File: src/scms_pkg.sv
/*
 Constants, field layout and types of the system clock mode select block.
 Assumes one 250 MHz fabric clock and oscillator activity seen as ticks.
*/
`default_nettype none
package scms_pkg;

  // Register offsets on the plain register port
  localparam int ADDR_W = 2;
  localparam logic [1:0] OFS_CTRL = 2'h0;
  localparam logic [1:0] OFS_STAT = 2'h1;
  localparam logic [1:0] OFS_MASK = 2'h2;

  // Control register fields
  localparam int FREQ_LSB = 4;
  localparam int FREQ_MSB = 6;
  localparam int RUNNING_ON_CFG_CLOCK_BIT = 3;
  localparam int HTS_BIT = 2;
  localparam int LTS_BIT = 1;
  localparam int CHOOSE_BIT = 0;
  localparam logic [2:0] FREQ_RST = 3'h6;
  localparam logic [2:0] FREQ_SLOW = 3'h0;
  localparam logic CHOOSE_RST = 1'b0;
  localparam logic [5:0] DIV_FULL = 6'h3f;

  // Event bits of status and mask
  localparam int EV_W = 4;
  localparam int EV_FAIL = 0;
  localparam int EV_WARM = 1;
  localparam int EV_FAST = 2;
  localparam int EV_SLOW = 3;

  // Warm-up counts in oscillator edges
  localparam int WARM_W = 11;
  localparam logic [10:0] WARM_XTAL = 11'd1024;
  localparam logic [10:0] WARM_RC = 11'd2;
  localparam logic [10:0] WARM_NONE = 11'd0;

  // Clock loss timeout
  localparam int CLK_PERIOD_NS = 4;
  localparam int FAIL_TIME_NS = 2000;
  localparam int FAIL_CYCLES =
    (FAIL_TIME_NS + CLK_PERIOD_NS - 1) / CLK_PERIOD_NS;
  localparam int FAIL_W = 12;

  // Oscillator mode field of the first configuration word
  typedef enum logic [2:0] {
    watch_crystal_mode    = 3'h0,
    mid_gain_crystal_mode = 3'h1,
    high_gain_crystal_mode = 3'h2,
    driven_clock_in_mode  = 3'h3,
    res_cap_io_mode       = 3'h4,
    res_cap_mode          = 3'h5,
    int_osc_all_io_mode   = 3'h6,
    int_osc_div_out_mode  = 3'h7
  } scms_mode_t;

  // System clock source, Gray along cfg -> fast -> slow
  typedef enum logic [1:0] {
    SRC_CFG  = 2'b00,
    SRC_FAST = 2'b01,
    SRC_SLOW = 2'b11
  } scms_src_t;

  typedef struct packed {
    scms_mode_t mode;
    logic       two_speed_en;
    logic       fail_safe_en;
  } scms_cfg_t;

  typedef struct packed {
    logic out;
    logic oe_b;
  } scms_pin_t;

endpackage : scms_pkg
`default_nettype wire

File: src/scms_top.sv
/*
 Clock mode selection, start-up control and clock fail monitor.
 Assumes the configuration word is static, oscillator activity arrives as
 one-cycle ticks synchronous to clock, and the pin pad resolves oe_b.
*/
// Decided for this implementation: the address map and the address-and-strobe port.
`timescale 1ns/1ps
`default_nettype none
module scms_top #(
  parameter int FAST_WARM = 16,
  parameter int SLOW_WARM = 4
) (
  input  wire logic                    clock,
  input  wire logic                    rst_b,
  input  wire scms_pkg::scms_cfg_t     cfg,
  input  wire logic                    osc_in_pin,
  input  wire logic                    fast_osc_tick,
  input  wire logic                    slow_osc_tick,
  input  wire logic                    sleep_wake,
  input  wire logic [1:0]              addr,
  input  wire logic [7:0]              wdata,
  input  wire logic                    wr,
  input  wire logic                    rd,
  output var  logic [7:0]              rdata_r,
  output var  logic                    irq_r,
  output var  logic                    sys_tick_r,
  output var  logic                    cpu_run_r,
  output var  logic                    fast_osc_en_r,
  output var  scms_pkg::scms_pin_t     osc_out_pin_r,
  output var  logic                    osc_in_is_gpio_r,
  output var  logic                    osc_out_is_gpio_r,
  output var  scms_pkg::scms_src_t     cur_src_r
);
  import scms_pkg::*;

  //////////////////////////////////////////////////////////////////////////
  // Declarations

  // Warm-up and clock fail monitor state
  logic              osc_in_d_r;
  logic [WARM_W-1:0] warm_cnt_r;
  logic              warm_done_r;
  logic [FAIL_W-1:0] fail_cnt_r;
  logic              fail_r;

  // Internal oscillator state
  logic [7:0]        fast_cnt_r;
  logic              fast_st_r;
  logic [7:0]        slow_cnt_r;
  logic              slow_st_r;
  logic [5:0]        div_cnt_r;

  // Register, status and output state
  logic [2:0]        freq_r;
  logic              choose_r;
  logic [EV_W-1:0]   stat_r;
  logic [EV_W-1:0]   mask_r;
  logic              ph_r;
  logic              clkout_r;
  logic [7:0]        ctrl_rd;
  logic [EV_W-1:0]   ev;

  //////////////////////////////////////////////////////////////////////////
  // Mode decode from the configuration field

  wire is_xtal = (cfg.mode == watch_crystal_mode) ||
                 (cfg.mode == mid_gain_crystal_mode) ||
                 (cfg.mode == high_gain_crystal_mode);
  wire is_drv  = (cfg.mode == driven_clock_in_mode);
  wire is_rc   = (cfg.mode == res_cap_mode) ||
                 (cfg.mode == res_cap_io_mode);
  wire is_int  = (cfg.mode == int_osc_all_io_mode) ||
                 (cfg.mode == int_osc_div_out_mode);

  // Every mode that is not internal relies on an outside source
  wire is_ext  = ~is_int;

  // Pin usage per mode
  // Crystal modes leave the output pin to the resonator: neither
  // driven here nor free for I/O
  wire drive_out  = (cfg.mode == res_cap_mode) ||
                    (cfg.mode == int_osc_div_out_mode);
  wire in_gpio    = is_int;
  wire out_gpio   = is_drv ||
                    (cfg.mode == res_cap_io_mode) ||
                    (cfg.mode == int_osc_all_io_mode);

  //////////////////////////////////////////////////////////////////////////
  // Outside clock edges and warm-up count

  // Input pin is sampled as a synchronous level
  wire ext_edge = osc_in_pin & ~osc_in_d_r;

  // Crystals wait long, RC briefly, driven input not at all
  wire [WARM_W-1:0] warm_target =
    is_xtal ? WARM_XTAL :
    is_rc   ? WARM_RC   : WARM_NONE;
  wire warm_hit = (warm_cnt_r == warm_target);
  wire warm_set = ~warm_done_r & warm_hit & ~sleep_wake;
  wire [WARM_W-1:0] warm_cnt_nxt =
    sleep_wake ? WARM_NONE :
    (~warm_done_r & ~warm_hit & ext_edge) ?
      WARM_W'(warm_cnt_r + 1'b1) : warm_cnt_r;

  // A wake pulse restarts the count and, unless an internal start covers it, holds execution again
  always_ff @(posedge clock or negedge rst_b) begin
    if (!rst_b) begin
      osc_in_d_r  <= 1'b0;
      warm_cnt_r  <= WARM_NONE;
      warm_done_r <= 1'b0;
    end else begin
      osc_in_d_r  <= osc_in_pin;
      warm_cnt_r  <= warm_cnt_nxt;
      warm_done_r <= ~sleep_wake & (warm_done_r | warm_set);
    end
  end

  //////////////////////////////////////////////////////////////////////////
  // Clock fail monitor

  // Only watches once the outside clock has proven itself.
  // Limitation: a crystal or RC clock that never starts is not flagged;
  // its warm-up count simply never completes
  wire mon_on  = cfg.fail_safe_en & is_ext & warm_done_r & ~fail_r;
  wire fail_set = mon_on & ~ext_edge &
                  (fail_cnt_r == FAIL_W'(FAIL_CYCLES - 1));
  wire [FAIL_W-1:0] fail_cnt_nxt =
    (ext_edge | ~mon_on) ? '0 : FAIL_W'(fail_cnt_r + 1'b1);

  // Loss latches until reset; a flaky clock must not be trusted again
  always_ff @(posedge clock or negedge rst_b) begin
    if (!rst_b) begin
      fail_cnt_r <= '0;
      fail_r     <= 1'b0;
    end else begin
      fail_cnt_r <= fail_cnt_nxt;
      fail_r     <= fail_r | fail_set;
    end
  end

  //////////////////////////////////////////////////////////////////////////
  // Internal oscillators and their stability

  // Internal run while the outside clock is still warming
  wire start_int = ((cfg.two_speed_en & is_xtal) |
                    (cfg.fail_safe_en & is_ext)) &
                   ~warm_done_r;
  wire use_int   = choose_r | fail_r | start_int;
  wire freq_slow = (freq_r == FREQ_SLOW);
  wire fast_need = ~freq_slow & (use_int | is_int);

  wire fast_hit = (fast_cnt_r == 8'(FAST_WARM));
  wire slow_hit = (slow_cnt_r == 8'(SLOW_WARM));
  wire fast_set = fast_osc_en_r & fast_hit & ~fast_st_r;
  wire slow_set = slow_hit & ~slow_st_r;
  wire [7:0] fast_cnt_nxt =
    ~fast_osc_en_r ? 8'h00 :
    (fast_osc_tick & ~fast_hit) ? 8'(fast_cnt_r + 1'b1) : fast_cnt_r;
  wire [7:0] slow_cnt_nxt =
    (slow_osc_tick & ~slow_hit) ? 8'(slow_cnt_r + 1'b1) : slow_cnt_r;

  // Fast stability drops as soon as the oscillator is switched off
  // The slow oscillator is never switched off, so its flag only rises
  always_ff @(posedge clock or negedge rst_b) begin
    if (!rst_b) begin
      fast_osc_en_r <= 1'b0;
      fast_cnt_r    <= 8'h00;
      fast_st_r     <= 1'b0;
      slow_cnt_r    <= 8'h00;
      slow_st_r     <= 1'b0;
    end else begin
      fast_osc_en_r <= fast_need;
      fast_cnt_r    <= fast_cnt_nxt;
      fast_st_r     <= fast_osc_en_r & (fast_st_r | fast_set);
      slow_cnt_r    <= slow_cnt_nxt;
      slow_st_r     <= slow_st_r | slow_set;
    end
  end

  //////////////////////////////////////////////////////////////////////////
  // Postscaler of the fast oscillator

  // Mask halves per code step: code 7 passes every tick
  wire [5:0] div_mask = DIV_FULL >> (freq_r - 3'h1);
  wire       div_hit  = ((div_cnt_r & div_mask) == div_mask);
  wire       int_tick = freq_slow ? slow_osc_tick :
                        (fast_osc_tick & div_hit);
  wire       int_st   = freq_slow ? slow_st_r : fast_st_r;

  // Divider runs free on fast ticks. Trade-off: a code change is not
  // resynchronised, so the first period after it may be short
  always_ff @(posedge clock or negedge rst_b) begin
    if (!rst_b) begin
      div_cnt_r <= 6'h00;
    end else if (fast_osc_tick) begin
      div_cnt_r <= 6'(div_cnt_r + 1'b1);
    end
  end

  //////////////////////////////////////////////////////////////////////////
  // Source selection and glitch-free switch

  // In internal modes the configured clock is the postscaler itself
  wire cfg_tick = is_int ? int_tick : ext_edge;
  wire cfg_ok   = is_int ? int_st : (warm_done_r & ~fail_r);

  scms_src_t want_src;
  logic      want_ok;
  logic      cur_tick;

  // Wanted source: internal when chosen, failed or starting
  always_comb begin
    want_src = SRC_CFG;
    if (use_int) begin
      want_src = freq_slow ? SRC_SLOW : SRC_FAST;
    end
  end

  // Readiness of the wanted source
  always_comb begin
    want_ok = 1'b0;
    unique case (want_src)
      SRC_CFG:  want_ok = cfg_ok;
      SRC_FAST: want_ok = fast_st_r;
      SRC_SLOW: want_ok = slow_st_r;
      default:  want_ok = 1'b0;
    endcase
  end

  // Tick of the source in use
  always_comb begin
    cur_tick = 1'b0;
    unique case (cur_src_r)
      SRC_CFG:  cur_tick = cfg_tick;
      SRC_FAST: cur_tick = int_tick;
      SRC_SLOW: cur_tick = int_tick;
      default:  cur_tick = 1'b0;
    endcase
  end

  // Tick is blanked in the switch cycle so no runt edge escapes.
  // Trade-off: at most one tick is lost per switch, never a short one.
  wire switching = (want_src != cur_src_r) & want_ok;
  wire cpu_run_nxt = warm_done_r | start_int;
  // Gated by the next run level, so no tick outlives execution
  wire sys_tick_nxt = cur_tick & ~switching & cpu_run_nxt;

  // Execution waits for warm-up unless an internal source covers it
  always_ff @(posedge clock or negedge rst_b) begin
    if (!rst_b) begin
      cur_src_r  <= SRC_CFG;
      sys_tick_r <= 1'b0;
      cpu_run_r  <= 1'b0;
    end else begin
      if (switching) begin
        cur_src_r <= want_src;
      end
      sys_tick_r <= sys_tick_nxt;
      cpu_run_r  <= cpu_run_nxt;
    end
  end

  //////////////////////////////////////////////////////////////////////////
  // Divided clock output and pin roles

  // Two ticks per half period give clock divided by four
  wire ph_nxt     = sys_tick_r ? ~ph_r : ph_r;
  wire clkout_nxt = (sys_tick_r & ph_r) ? ~clkout_r : clkout_r;

  // Pin roles are registered so the pads never see a decode glitch
  always_ff @(posedge clock or negedge rst_b) begin
    if (!rst_b) begin
      ph_r              <= 1'b0;
      clkout_r          <= 1'b0;
      osc_out_pin_r     <= '{out: 1'b0, oe_b: 1'b1};
      osc_in_is_gpio_r  <= 1'b0;
      osc_out_is_gpio_r <= 1'b0;
    end else begin
      ph_r              <= ph_nxt;
      clkout_r          <= clkout_nxt;
      osc_out_pin_r.out  <= drive_out & clkout_nxt;
      osc_out_pin_r.oe_b <= ~drive_out;
      osc_in_is_gpio_r  <= in_gpio;
      osc_out_is_gpio_r <= out_gpio;
    end
  end

  //////////////////////////////////////////////////////////////////////////
  // Register port decode

  // One select per register place, shared by writes and reads
  wire sel_ctrl = (addr == OFS_CTRL);
  wire sel_stat = (addr == OFS_STAT);
  wire sel_mask = (addr == OFS_MASK);

  wire wr_ctrl = wr & sel_ctrl;
  wire wr_stat = wr & sel_stat;
  wire wr_mask = wr & sel_mask;

  // Status bit: reads 0 while on internal, even from reset
  wire running_on_cfg_clock = (cur_src_r == SRC_CFG) & ~start_int;

  // Control image from field positions; bit 7 always reads zero
  always_comb begin
    ctrl_rd                    = 8'h00;
    ctrl_rd[FREQ_MSB:FREQ_LSB] = freq_r;
    ctrl_rd[RUNNING_ON_CFG_CLOCK_BIT]          = running_on_cfg_clock;
    ctrl_rd[HTS_BIT]           = fast_st_r;
    ctrl_rd[LTS_BIT]           = slow_st_r;
    ctrl_rd[CHOOSE_BIT]        = choose_r;
  end

  // Read mux; the unmapped place reads zero
  wire [7:0] rd_mux =
    sel_ctrl ? ctrl_rd :
    sel_stat ? {4'h0, stat_r} :
    sel_mask ? {4'h0, mask_r} : 8'h00;
  // Read data are zero outside the cycle after a read
  wire [7:0] rdata_nxt = rd ? rd_mux : 8'h00;

  // Events; a set in the clearing cycle wins
  always_comb begin
    ev          = '0;
    ev[EV_FAIL] = fail_set;
    ev[EV_WARM] = warm_set;
    ev[EV_FAST] = fast_set;
    ev[EV_SLOW] = slow_set;
  end

  // Clear only where software writes a one
  wire [EV_W-1:0] w1c = wr_stat ? wdata[EV_W-1:0] : '0;
  wire [EV_W-1:0] stat_nxt = (stat_r & ~w1c) | ev;

  // Bits 7 and 3 to 1 of the control word are never stored
  always_ff @(posedge clock or negedge rst_b) begin
    if (!rst_b) begin
      freq_r   <= FREQ_RST;
      choose_r <= CHOOSE_RST;
      stat_r   <= '0;
      mask_r   <= '0;
      rdata_r  <= 8'h00;
      irq_r    <= 1'b0;
    end else begin
      if (wr_ctrl) begin
        freq_r   <= wdata[FREQ_MSB:FREQ_LSB];
        choose_r <= wdata[CHOOSE_BIT];
      end
      if (wr_mask) begin
        mask_r <= wdata[EV_W-1:0];
      end
      stat_r  <= stat_nxt;
      rdata_r <= rdata_nxt;
      irq_r   <= |(stat_r & mask_r);
    end
  end

endmodule : scms_top
`default_nettype wire

File: config.mk
export PLATFORM = sky130hd
export DESIGN_NAME = scms_top
export DESIGN_NICKNAME = d
export VERILOG_FILES = /design/src/scms_pkg.sv /design/src/scms_top.sv
export SDC_FILE = /design/constraint.sdc
export NUM_CORES = 1
export LEC_CHECK = 0
export ABC_AREA = 1
export ABC_CLOCK_PERIOD_IN_PS = 2250
export BUFFER_PORTS_ARGS = -buffer_cell sky130_fd_sc_hd__buf_2
export CAP_MARGIN = 30
export CORE_MARGIN = 1
export CORE_UTILIZATION = 59
export DETAILED_ROUTE_END_ITERATION = 16
export PLACE_DENSITY_LB_ADDON = 0.1
export SYNTH_ARGS = -nofsm -noshare
export SYNTH_HDL_FRONTEND = slang
export SYNTH_SLANG_ARGS = --single-unit
export TNS_END_PERCENT = 5
File: constraint.sdc
create_clock -name clock -period 2.25 [get_ports clock]
set_input_delay 0.1125 -clock clock [delete_from_list [all_inputs] [get_ports clock]]
set_output_delay 0.1125 -clock clock [all_outputs]
set_load 0.02 [all_outputs]
==> results of run 1 <==
## area by class of cell
| cell class | instances | area [um^2] | area share (%) |
|---|---|---|---|
| flip-flops and latches | 81 | 2030 | 44.2 |
| multi-input cells | 342 | 1730 | 37.7 |
| inverters | 75 | 282 | 6.12 |
| repair buffers | 45 | 273 | 5.93 |
| clock buffers | 11 | 151 | 3.29 |
| well taps | 77 | 96.3 | 2.10 |
| clock inverters | 5 | 30.0 | 0.653 |
## registers in the layout, indices dropped and copies added, names as in the netlist, 2 cells and up
name and cells:
fail_cnt_r 12, warm_cnt_r 11, fast_cnt_r 8, slow_cnt_r 8
rdata_r 7, div_cnt_r 6, mask_r 4, stat_r 4
freq_r 3, cur_src_r 2, osc_out_pin_r 2
## synthesized netlist by cell type, drive strengths merged
cell type	count
o21ai	25
nor3b	2
nand2	127
xnor2	4
o21a	1
nand4	7
or2	2
a21oi	15
clkbuf	1
ha	11
xor2	21
dfstp	3
a31oi	3
o211ai	1
nand3	48
o221ai	1
nor2	52
buf	6
dfrtp	78
conb	1
inv	75
nor3	16
a211oi	2
o31ai	3
## metal layers
| layer | vias to the layer above | track usage [%] | share of wire, % |
|---|---|---|---|
| met1 | 1556 | 28.6 | 45 |
| met5 | - | 0 | 0 |
| met2 | 56 | 42.4 | 50 |
| li1 | 1693 | - | - |
| met4 | 0 | 7.12 | 1.6 |
| met3 | 15 | 7.49 | 3.1 |
## stage by stage
stage	power (mW)	area, um^2
2_1_floorplan	2.70	4100
3_3_place_gp	2.94	4360
3_5_place_dp	2.99	4360
4_1_cts	3.98	4600
5_1_grt	4.21	4600
6_report	3.94	4600
## power by group through the flow
stage                     registers (mW)  logic, mW  clock network (mW)
final                               2.00      0.978               0.968
after global routing                2.04       1.13                1.05
after CTS                           2.00      0.985               0.997
after detailed placement            2.02      0.972                   0
after global placement              2.01      0.922                   0
after floorplan                     2.03      0.674                   0
## kinds of logic after synthesis
logic type	synth area share [%]
AO/OA/AOI/OAI	6.84
XOR/XNOR	5.35
adder cells (fa/ha/maj)	3.36
buffers and inverters	8.07
flip-flops	49.6
other	0.0916
AND/OR/NAND/NOR	26.7
## worst min-delay path by stage
stage,startpoint,end,slack [ns],cells past startpoint
CTS,rd,rdata_r[3],0.004,3
finish,rd,rdata_r[2],0.01,3
global route,rd,rdata_r[0],0.01,3
detailed placement,rst_b,rdata_r[0],0.12,1
floorplan,rst_b,choose_r,-0.18,0
global placement,rst_b,rdata_r[0],0.12,1
## worst max-delay path, stage by stage, from the launching register on
cell and delay [ns]:
dfrtp_1 0.39, inv_1 0.13, ha_1 0.17, inv_1 0.04, ha_1 0.27, inv_1 0.07
o21ai_0 0.20, nand2_1 0.09, nor2_1 0.10, nand3_1 0.10, nand2_1 0.07, nand2_1 0.05
a21oi_1 0.13
## repair_timing
item                                   4_1_cts  5_1_grt
setup endpoints to repair                    0        0
endpoints found under the hold margin       43        0
hold buffers                                 6        0
==> results by stage, run 1 <==
Final layout:
- For this run, the post-layout net count is 588.
- Leaving out fill and tap cells, the most frequent cells in the layout are 121 x nand2_1, 78 x dfrtp_1, 75 x inv_1.
- Compared with the post-synthesis result, the final layout area differs by 12.3%.
- The fraction of layout instances using a drive strength above 1 is 12.2%.
- The post-layout utilization of the core is 70.4%.
- The library cell used most frequently in the layout, excluding fill and tap cells, is nand2_1.
- The filler cells instantiated in the layout total 520.
- The repair_antennas step left the layout with diodes totalling 0.
- The count of placed standard cells in the final layout, fillers left out is 636.

Yosys:
- The register bit total from synthesis is 81.
- The net count after synthesis is 539.
- The unique cell type count in the Yosys netlist is 30.
- The share of Yosys cell area claimed by the top area cell type is 47.7%.
- Synthesis produced a netlist whose cell count is 505.
- In this run the mean area of a mapped cell was 8.11 um^2.
- The share of the Yosys chip area taken by registers is 49.6%.
- The combined area of all synthesized cells is 0.00410 mm^2.
- Yosys attributes the largest share of cell area to dfrtp_1 48%, nand2_1 11%, inv_1 6.9%.
- The biggest area consumer among synthesized cells is dfrtp_1.
- The number of warnings issued by yosys is 0.

Critical path:
- Counting cells, the worst reg-to-reg path comes to 12.
- The type of the worst setup path is reg -> reg.
- The setup check on the worst reg-to-reg path leaves a slack of 0.36 ns.
- The startpoint identified for the worst register-to-register timing path is freq_r[0].
- STA puts the critical path data required time at 2.53 ns.
- At the worst endpoint, the arrival time is 2.17 ns.
- STA classifies the critical path startpoint as a flop.
- Tracing the worst setup path back leads to its startpoint at freq_r[0].
- The kind of capture point of the worst setup path is a flop.
- The capture point of the worst reg-to-reg path is sys_tick_r.
- The capture point of the worst path is sys_tick_r.
- The maximum fanout count along the critical path is 5.

Global routing:
- Global routing finished with a remaining overflow of 0.
- The via count of the first global-routing pass was 3169.
- The global router's overall resource usage is 24.1%.
- The number of antenna violations at the first check in global routing came to 0.
- The largest net degree at the start of global routing is 43.
- The first global-routing pass estimated 13.6 mm of wire.

Drt:
- The first detailed-routing pass ran for 5 iterations.
- The total wirelength of the detailed-routed design is 7.96 mm.
- Using the TritonRoute via totals, the vias-per-cell ratio works out to 5.22.
- The DRC violation count after routing is 0.
- The routed layout has 3320 vias.
- The detail-routed net length per standard cell is 12.5 um.
- The number of routed nets with antenna violations is 0.
- The violation count after the first detailed-route iteration is 163.

Clock network:
- After clock tree synthesis, the setup repair step added 0 buffers.
- The maximum level of the CTS H-tree is 3.
- The count of clock tree sinks is 81.
- Clock tree synthesis inserted a total of 9 buffers.
- The root buffer cell chosen for the clock tree is clkbuf_8.
- The clock tree from TritonCTS is done.
- After clock tree synthesis, the clock-pin slew on the worst setup and hold paths is 0.08 ns.
- The largest buffer count on any clock path is 2.
- The later pin in the worst-skew pair is clocked with a latency of 0.36 ns.
- After clock tree synthesis, the repair step resized 0 gates.

Placement:
- The wire-length estimate of the detail-placed layout is 5.74 mm.
- Input and output buffers added on the ports amount to 38.
- The final weighted congestion in routability-driven placement is 0.886.
- The post-placement worst setup slack is 0.410 ns.
- After detailed placement, the design holds a cell count of 614.

Timing:
- Setup slack on the critical path of the routed design comes to 0.362 ns.
- For the pin with the worst max-slew slack, the measured transition is 0.517 ns.
- Setup repair after global routing left no endpoint under its margin.
- Hold timing on the final database bottoms out at a slack of 0.0142 ns.
- Across the routed clock network, the largest skew measured is 0.00302 ns.
- The final number of max-transition violations is 0.
- After routing, the total negative slack on setup checks comes to 0 ns.
- The final critical delay including setup and external delays is 1.89 ns.
- The highest achievable clock rate is 530 MHz.
- The hold violation count in the final report was 0.
- The final cycle utilization of the critical path is 83.9%.
- Setup violations remaining at the end of the flow were counted as 0.
- In this run the tightest slew margin relative to its limit is 65.5%.

Job:
- Max-cap violations in this run came to 0.

Floorplanning:
- The floorplan step set the die width to 85.3 um.
- The die covers 0.00728 mm^2.
- For this configuration, the core starts out at a cell density of 62.7%.
- The number of placement rows is 29.
- The number of top-level pins is 41.
- From bottom edge to top edge, the die measures 85.3 um.
- The floorplan step defined a core boundary enclosing 0.00653 mm^2.

Power and ir drop:
- The internal power contribution is 2.59 mW.
- The cell area power density is 858 mW/mm^2.
- The fraction of power consumed by sequential logic is 50.7%.
- Summed over all nets, the switching power comes to 1.36 mW.
- The worst voltage drop across the vdd grid is 0.000518 V.
- Of the total power, the share spent switching nets is 34.5%.
- The analysis attributes to cell leakage a power of 2.40 nW.
- The clock network burns 24.5% of the power.
- The part of the total power dissipated in combinational logic is 24.8%.

Worst hold path:
- The path category of the worst min-delay check is in -> reg.

Status:
- The flow ran to the end, and the final reports show no timing, DRC or antenna violations.
No activity file was read; power rests on OpenSTA's default activity.
==> run 2, diff against run 1 <==
--- a/config.mk
+++ b/config.mk
@@ -6,7 +6,7 @@
 export NUM_CORES = 1
 export LEC_CHECK = 0
 export ABC_AREA = 1
-export ABC_CLOCK_PERIOD_IN_PS = 2250
+export ABC_CLOCK_PERIOD_IN_PS = 1800
 export BUFFER_PORTS_ARGS = -buffer_cell sky130_fd_sc_hd__buf_2
 export CAP_MARGIN = 30
 export CORE_MARGIN = 1
==> constraint.sdc (replaced) <==
create_clock -name clock -period 1.8 [get_ports clock]
set_input_delay 0.09 -clock clock [delete_from_list [all_inputs] [get_ports clock]]
set_output_delay 0.09 -clock clock [all_outputs]
set_load 0.02 [all_outputs]
==> results by stage, run 2 (synthesis results as in run 1) <==
Final layout:
- The antenna diode instance count is 0.
- The area added between synthesis and finish is 16.3%.
- The post-layout utilization of the core is 73.0%.
- The number of fill cells is 464.
- The register with the most flip-flops in the layout has 12 of them.
- The fraction of layout instances using a drive strength above 1 is 14.6%.
- The combined area of the multi-input logic cells is 0.00176 mm^2.
- The top cell types in the final layout, fill and taps aside, are 118 x nand2_1, 78 x dfrtp_1, 71 x inv_1.
- In the final layout, the registers with the most flip-flops are fail_cnt_r (12), warm_cnt_r (11).
- The most frequent standard cell in the layout excluding fill and tap cells is nand2_1.
- The net count reported at finish is 597.
- The sequential cells in the finished layout cover a total of 0.00203 mm^2.
- Counting flops per register, the top entry is fail_cnt_r.

Critical path:
- The worst setup path is captured at a flop.
- The type of the worst setup path is reg -> reg.
- Along the worst path, the maximum fanout reaches 5.
- Traced cell by cell, the critical path runs through inv_4 -> ha_1 -> inv_2 -> ha_4 -> inv_2 -> buf_4 -> a31oi_1 -> nand3_1 -> nand2_1 -> nand2_1 -> a21oi_1.
- The kind of cell with the highest combined delay along the critical path is flip-flops.
- Data arrives at the worst endpoint at 2.01 ns.
- On the worst path, the slowest cell contributes a delay of 0.55 ns.
- STA puts the critical path data required time at 2.08 ns.
- The critical path launch point type is a flop.
- The cell type of the slowest stage on the worst timing path is dfstp_2.
- The number of buffers and inverters on the critical path is 4.

Floorplanning:
- The die outline area is 0.00728 mm^2.
- Measured along the x axis, the die boundary spans 85.3 um.
- The region available for standard cell placement spans 0.00653 mm^2.
- The die height is 85.3 um.
- In this run the count of I/O pins placed on the die edge is 41.
- The initial core utilization is 62.7%.
- The number of placement rows is 29.

Timing:
- Across all hold checks on the routed design, the worst slack comes to 0.0214 ns.
- The final-report setup violation count is 0.
- Dividing the final minimum period by the clock period gives 96.4%.
- Setup repair after global routing could not meet its margin everywhere.
- The setup clock skew after layout is 0.0101 ns.
- The final number of max-transition violations is 0.
- The hold violation count in the final report is 0.
- After layout, the worst setup slack is 0.0649 ns.
- The highest achievable clock rate is 576 MHz.
- The final critical delay including setup and external delays is 1.74 ns.
- The final-layout setup total negative slack is 0 ns.

Placement:
- During placement, the flow inserted port buffers numbering 38.
- Routability-driven placement finished with a final weighted congestion of 0.871.
- The detailed placer's ending HPWL is 5.77 mm.
- Timing analysis after detailed placement gives a worst setup slack of 0.0593 ns.

Drt:
- After detailed routing, the average wire length per cell comes to 12.7 um.
- The violation count after the first detailed-route iteration is 187.
- The length of the first detailed-routing pass in iterations is 5.
- The ratio of routed vias to standard cells is 5.28.
- The routed design has 8.22 mm of wire.
- The routed layout has 3407 vias.
- After detailed routing, the number of remaining DRC violations is 0.
- The detail route stage leaves a number of antenna-violating nets equal to 0.

Clock network:
- Clock latency on the worst-skew pair, taken at its later pin, is 0.36 ns.
- Clock tree synthesis found a total of 81 sinks.
- CTS placed an instance of clkbuf_8 at the clock tree root.
- In this run the number of H-tree levels came out at 3.
- TritonCTS built the clock tree.
- The number of buffers created by CTS is 9.
- The largest buffer count on any clock path is 2.
- Clock-pin slew was measured on the worst setup and hold paths at 0.08 ns.

Job:
- Max-cap violations in this run came to 0.

Power and ir drop:
- The leakage power is 2.46 nW.
- The total power is 5.38 mW.
- VDD sags by at most 0.000755 V.
- The cell area power density is 1130 mW/mm^2.

Global routing:
- The number of antenna violations at the first check in global routing is 0.
- The leftover overflow at the end of global routing is 0.
- The largest net degree at the start of global routing is 41.
- The via count of the first global-routing pass is 3193.
- The global router's overall resource usage is 24.7%.
- The first global-routing pass estimated 14.0 mm of wire.

Worst hold path:
- The path category of the worst min-delay check is in -> reg.

Status:
- The flow ran to the end, and the final reports show no timing, DRC or antenna violations.
[run 2: changes by cell type in the layout (fill, tap and decap cells not counted), sizes merged]
cell | previous run | this run
buf | 39 | 44
bufinv | 0 | 3
clkbuf | 11 | 9
clkinv | 3 | 2
dlygate4sd3 | 6 | 10
[run 2: routing by layer]
layer / global-route usage (%) / share of wire, % / vias to the layer above
li1: - / - / 1710
met1: 32.4 / 45 / 1601
met2: 40.0 / 49 / 81
met3: 4.86 / 4.1 / 15
met4: 11.7 / 2.1 / 0
met5: 0 / 0 / -
[run 2: power breakdown]
part / leakage, nW / internal, mW / switching [mW]
registers: 1.03 / 2.19 / 0.315
logic: 1.31 / 0.510 / 0.772
clock network: 0.115 / 0.920 / 0.669
[run 2: worst paths after layout]
kind                                 from         end  slack [ns]  depth (start not counted)
worst max register to register  freq_r[1]  sys_tick_r        0.06                         11
worst min-delay path             wdata[2]   mask_r[2]        0.02                          3
worst min register to register       ph_r        ph_r        0.47                          1
worst max-delay path            freq_r[1]  sys_tick_r        0.06                         11
max in group asynchronous           rst_b   freq_r[1]        1.05                          3
min in group asynchronous           rst_b  rdata_r[2]        0.13                          2
[run 2: stage by stage]
step	std cells	area (um^2)
after floorplan	505	4100
after global placement	617	4380
after detailed placement	617	4380
after CTS	643	4720
after global routing	645	4760
final	645	4760
[run 2: area by class of cell]
type | count | share of cell area, %
flip-flops and latches | 81 | 42.6
multi-input cells | 342 | 36.9
repair buffers | 54 | 7.35
inverters | 75 | 5.96
clock buffers | 9 | 2.60
clock inverters | 7 | 2.49
well taps | 77 | 2.02
[run 2: timing repair]
item	CTS	global route
buffers inserted	0	2
hold buffers	10	0
pin swaps	0	3
gates resized for setup	2	11
cloned	0	0
endpoints found under the setup margin	1	3
endpoints found under the hold margin	90	0
[run 2: tightest hold or removal path, delay by kind of cell]
family	cells	cell delay, ns
buffers and inverters	2	0.15
AOI/OAI and AO/OA	1	0.08
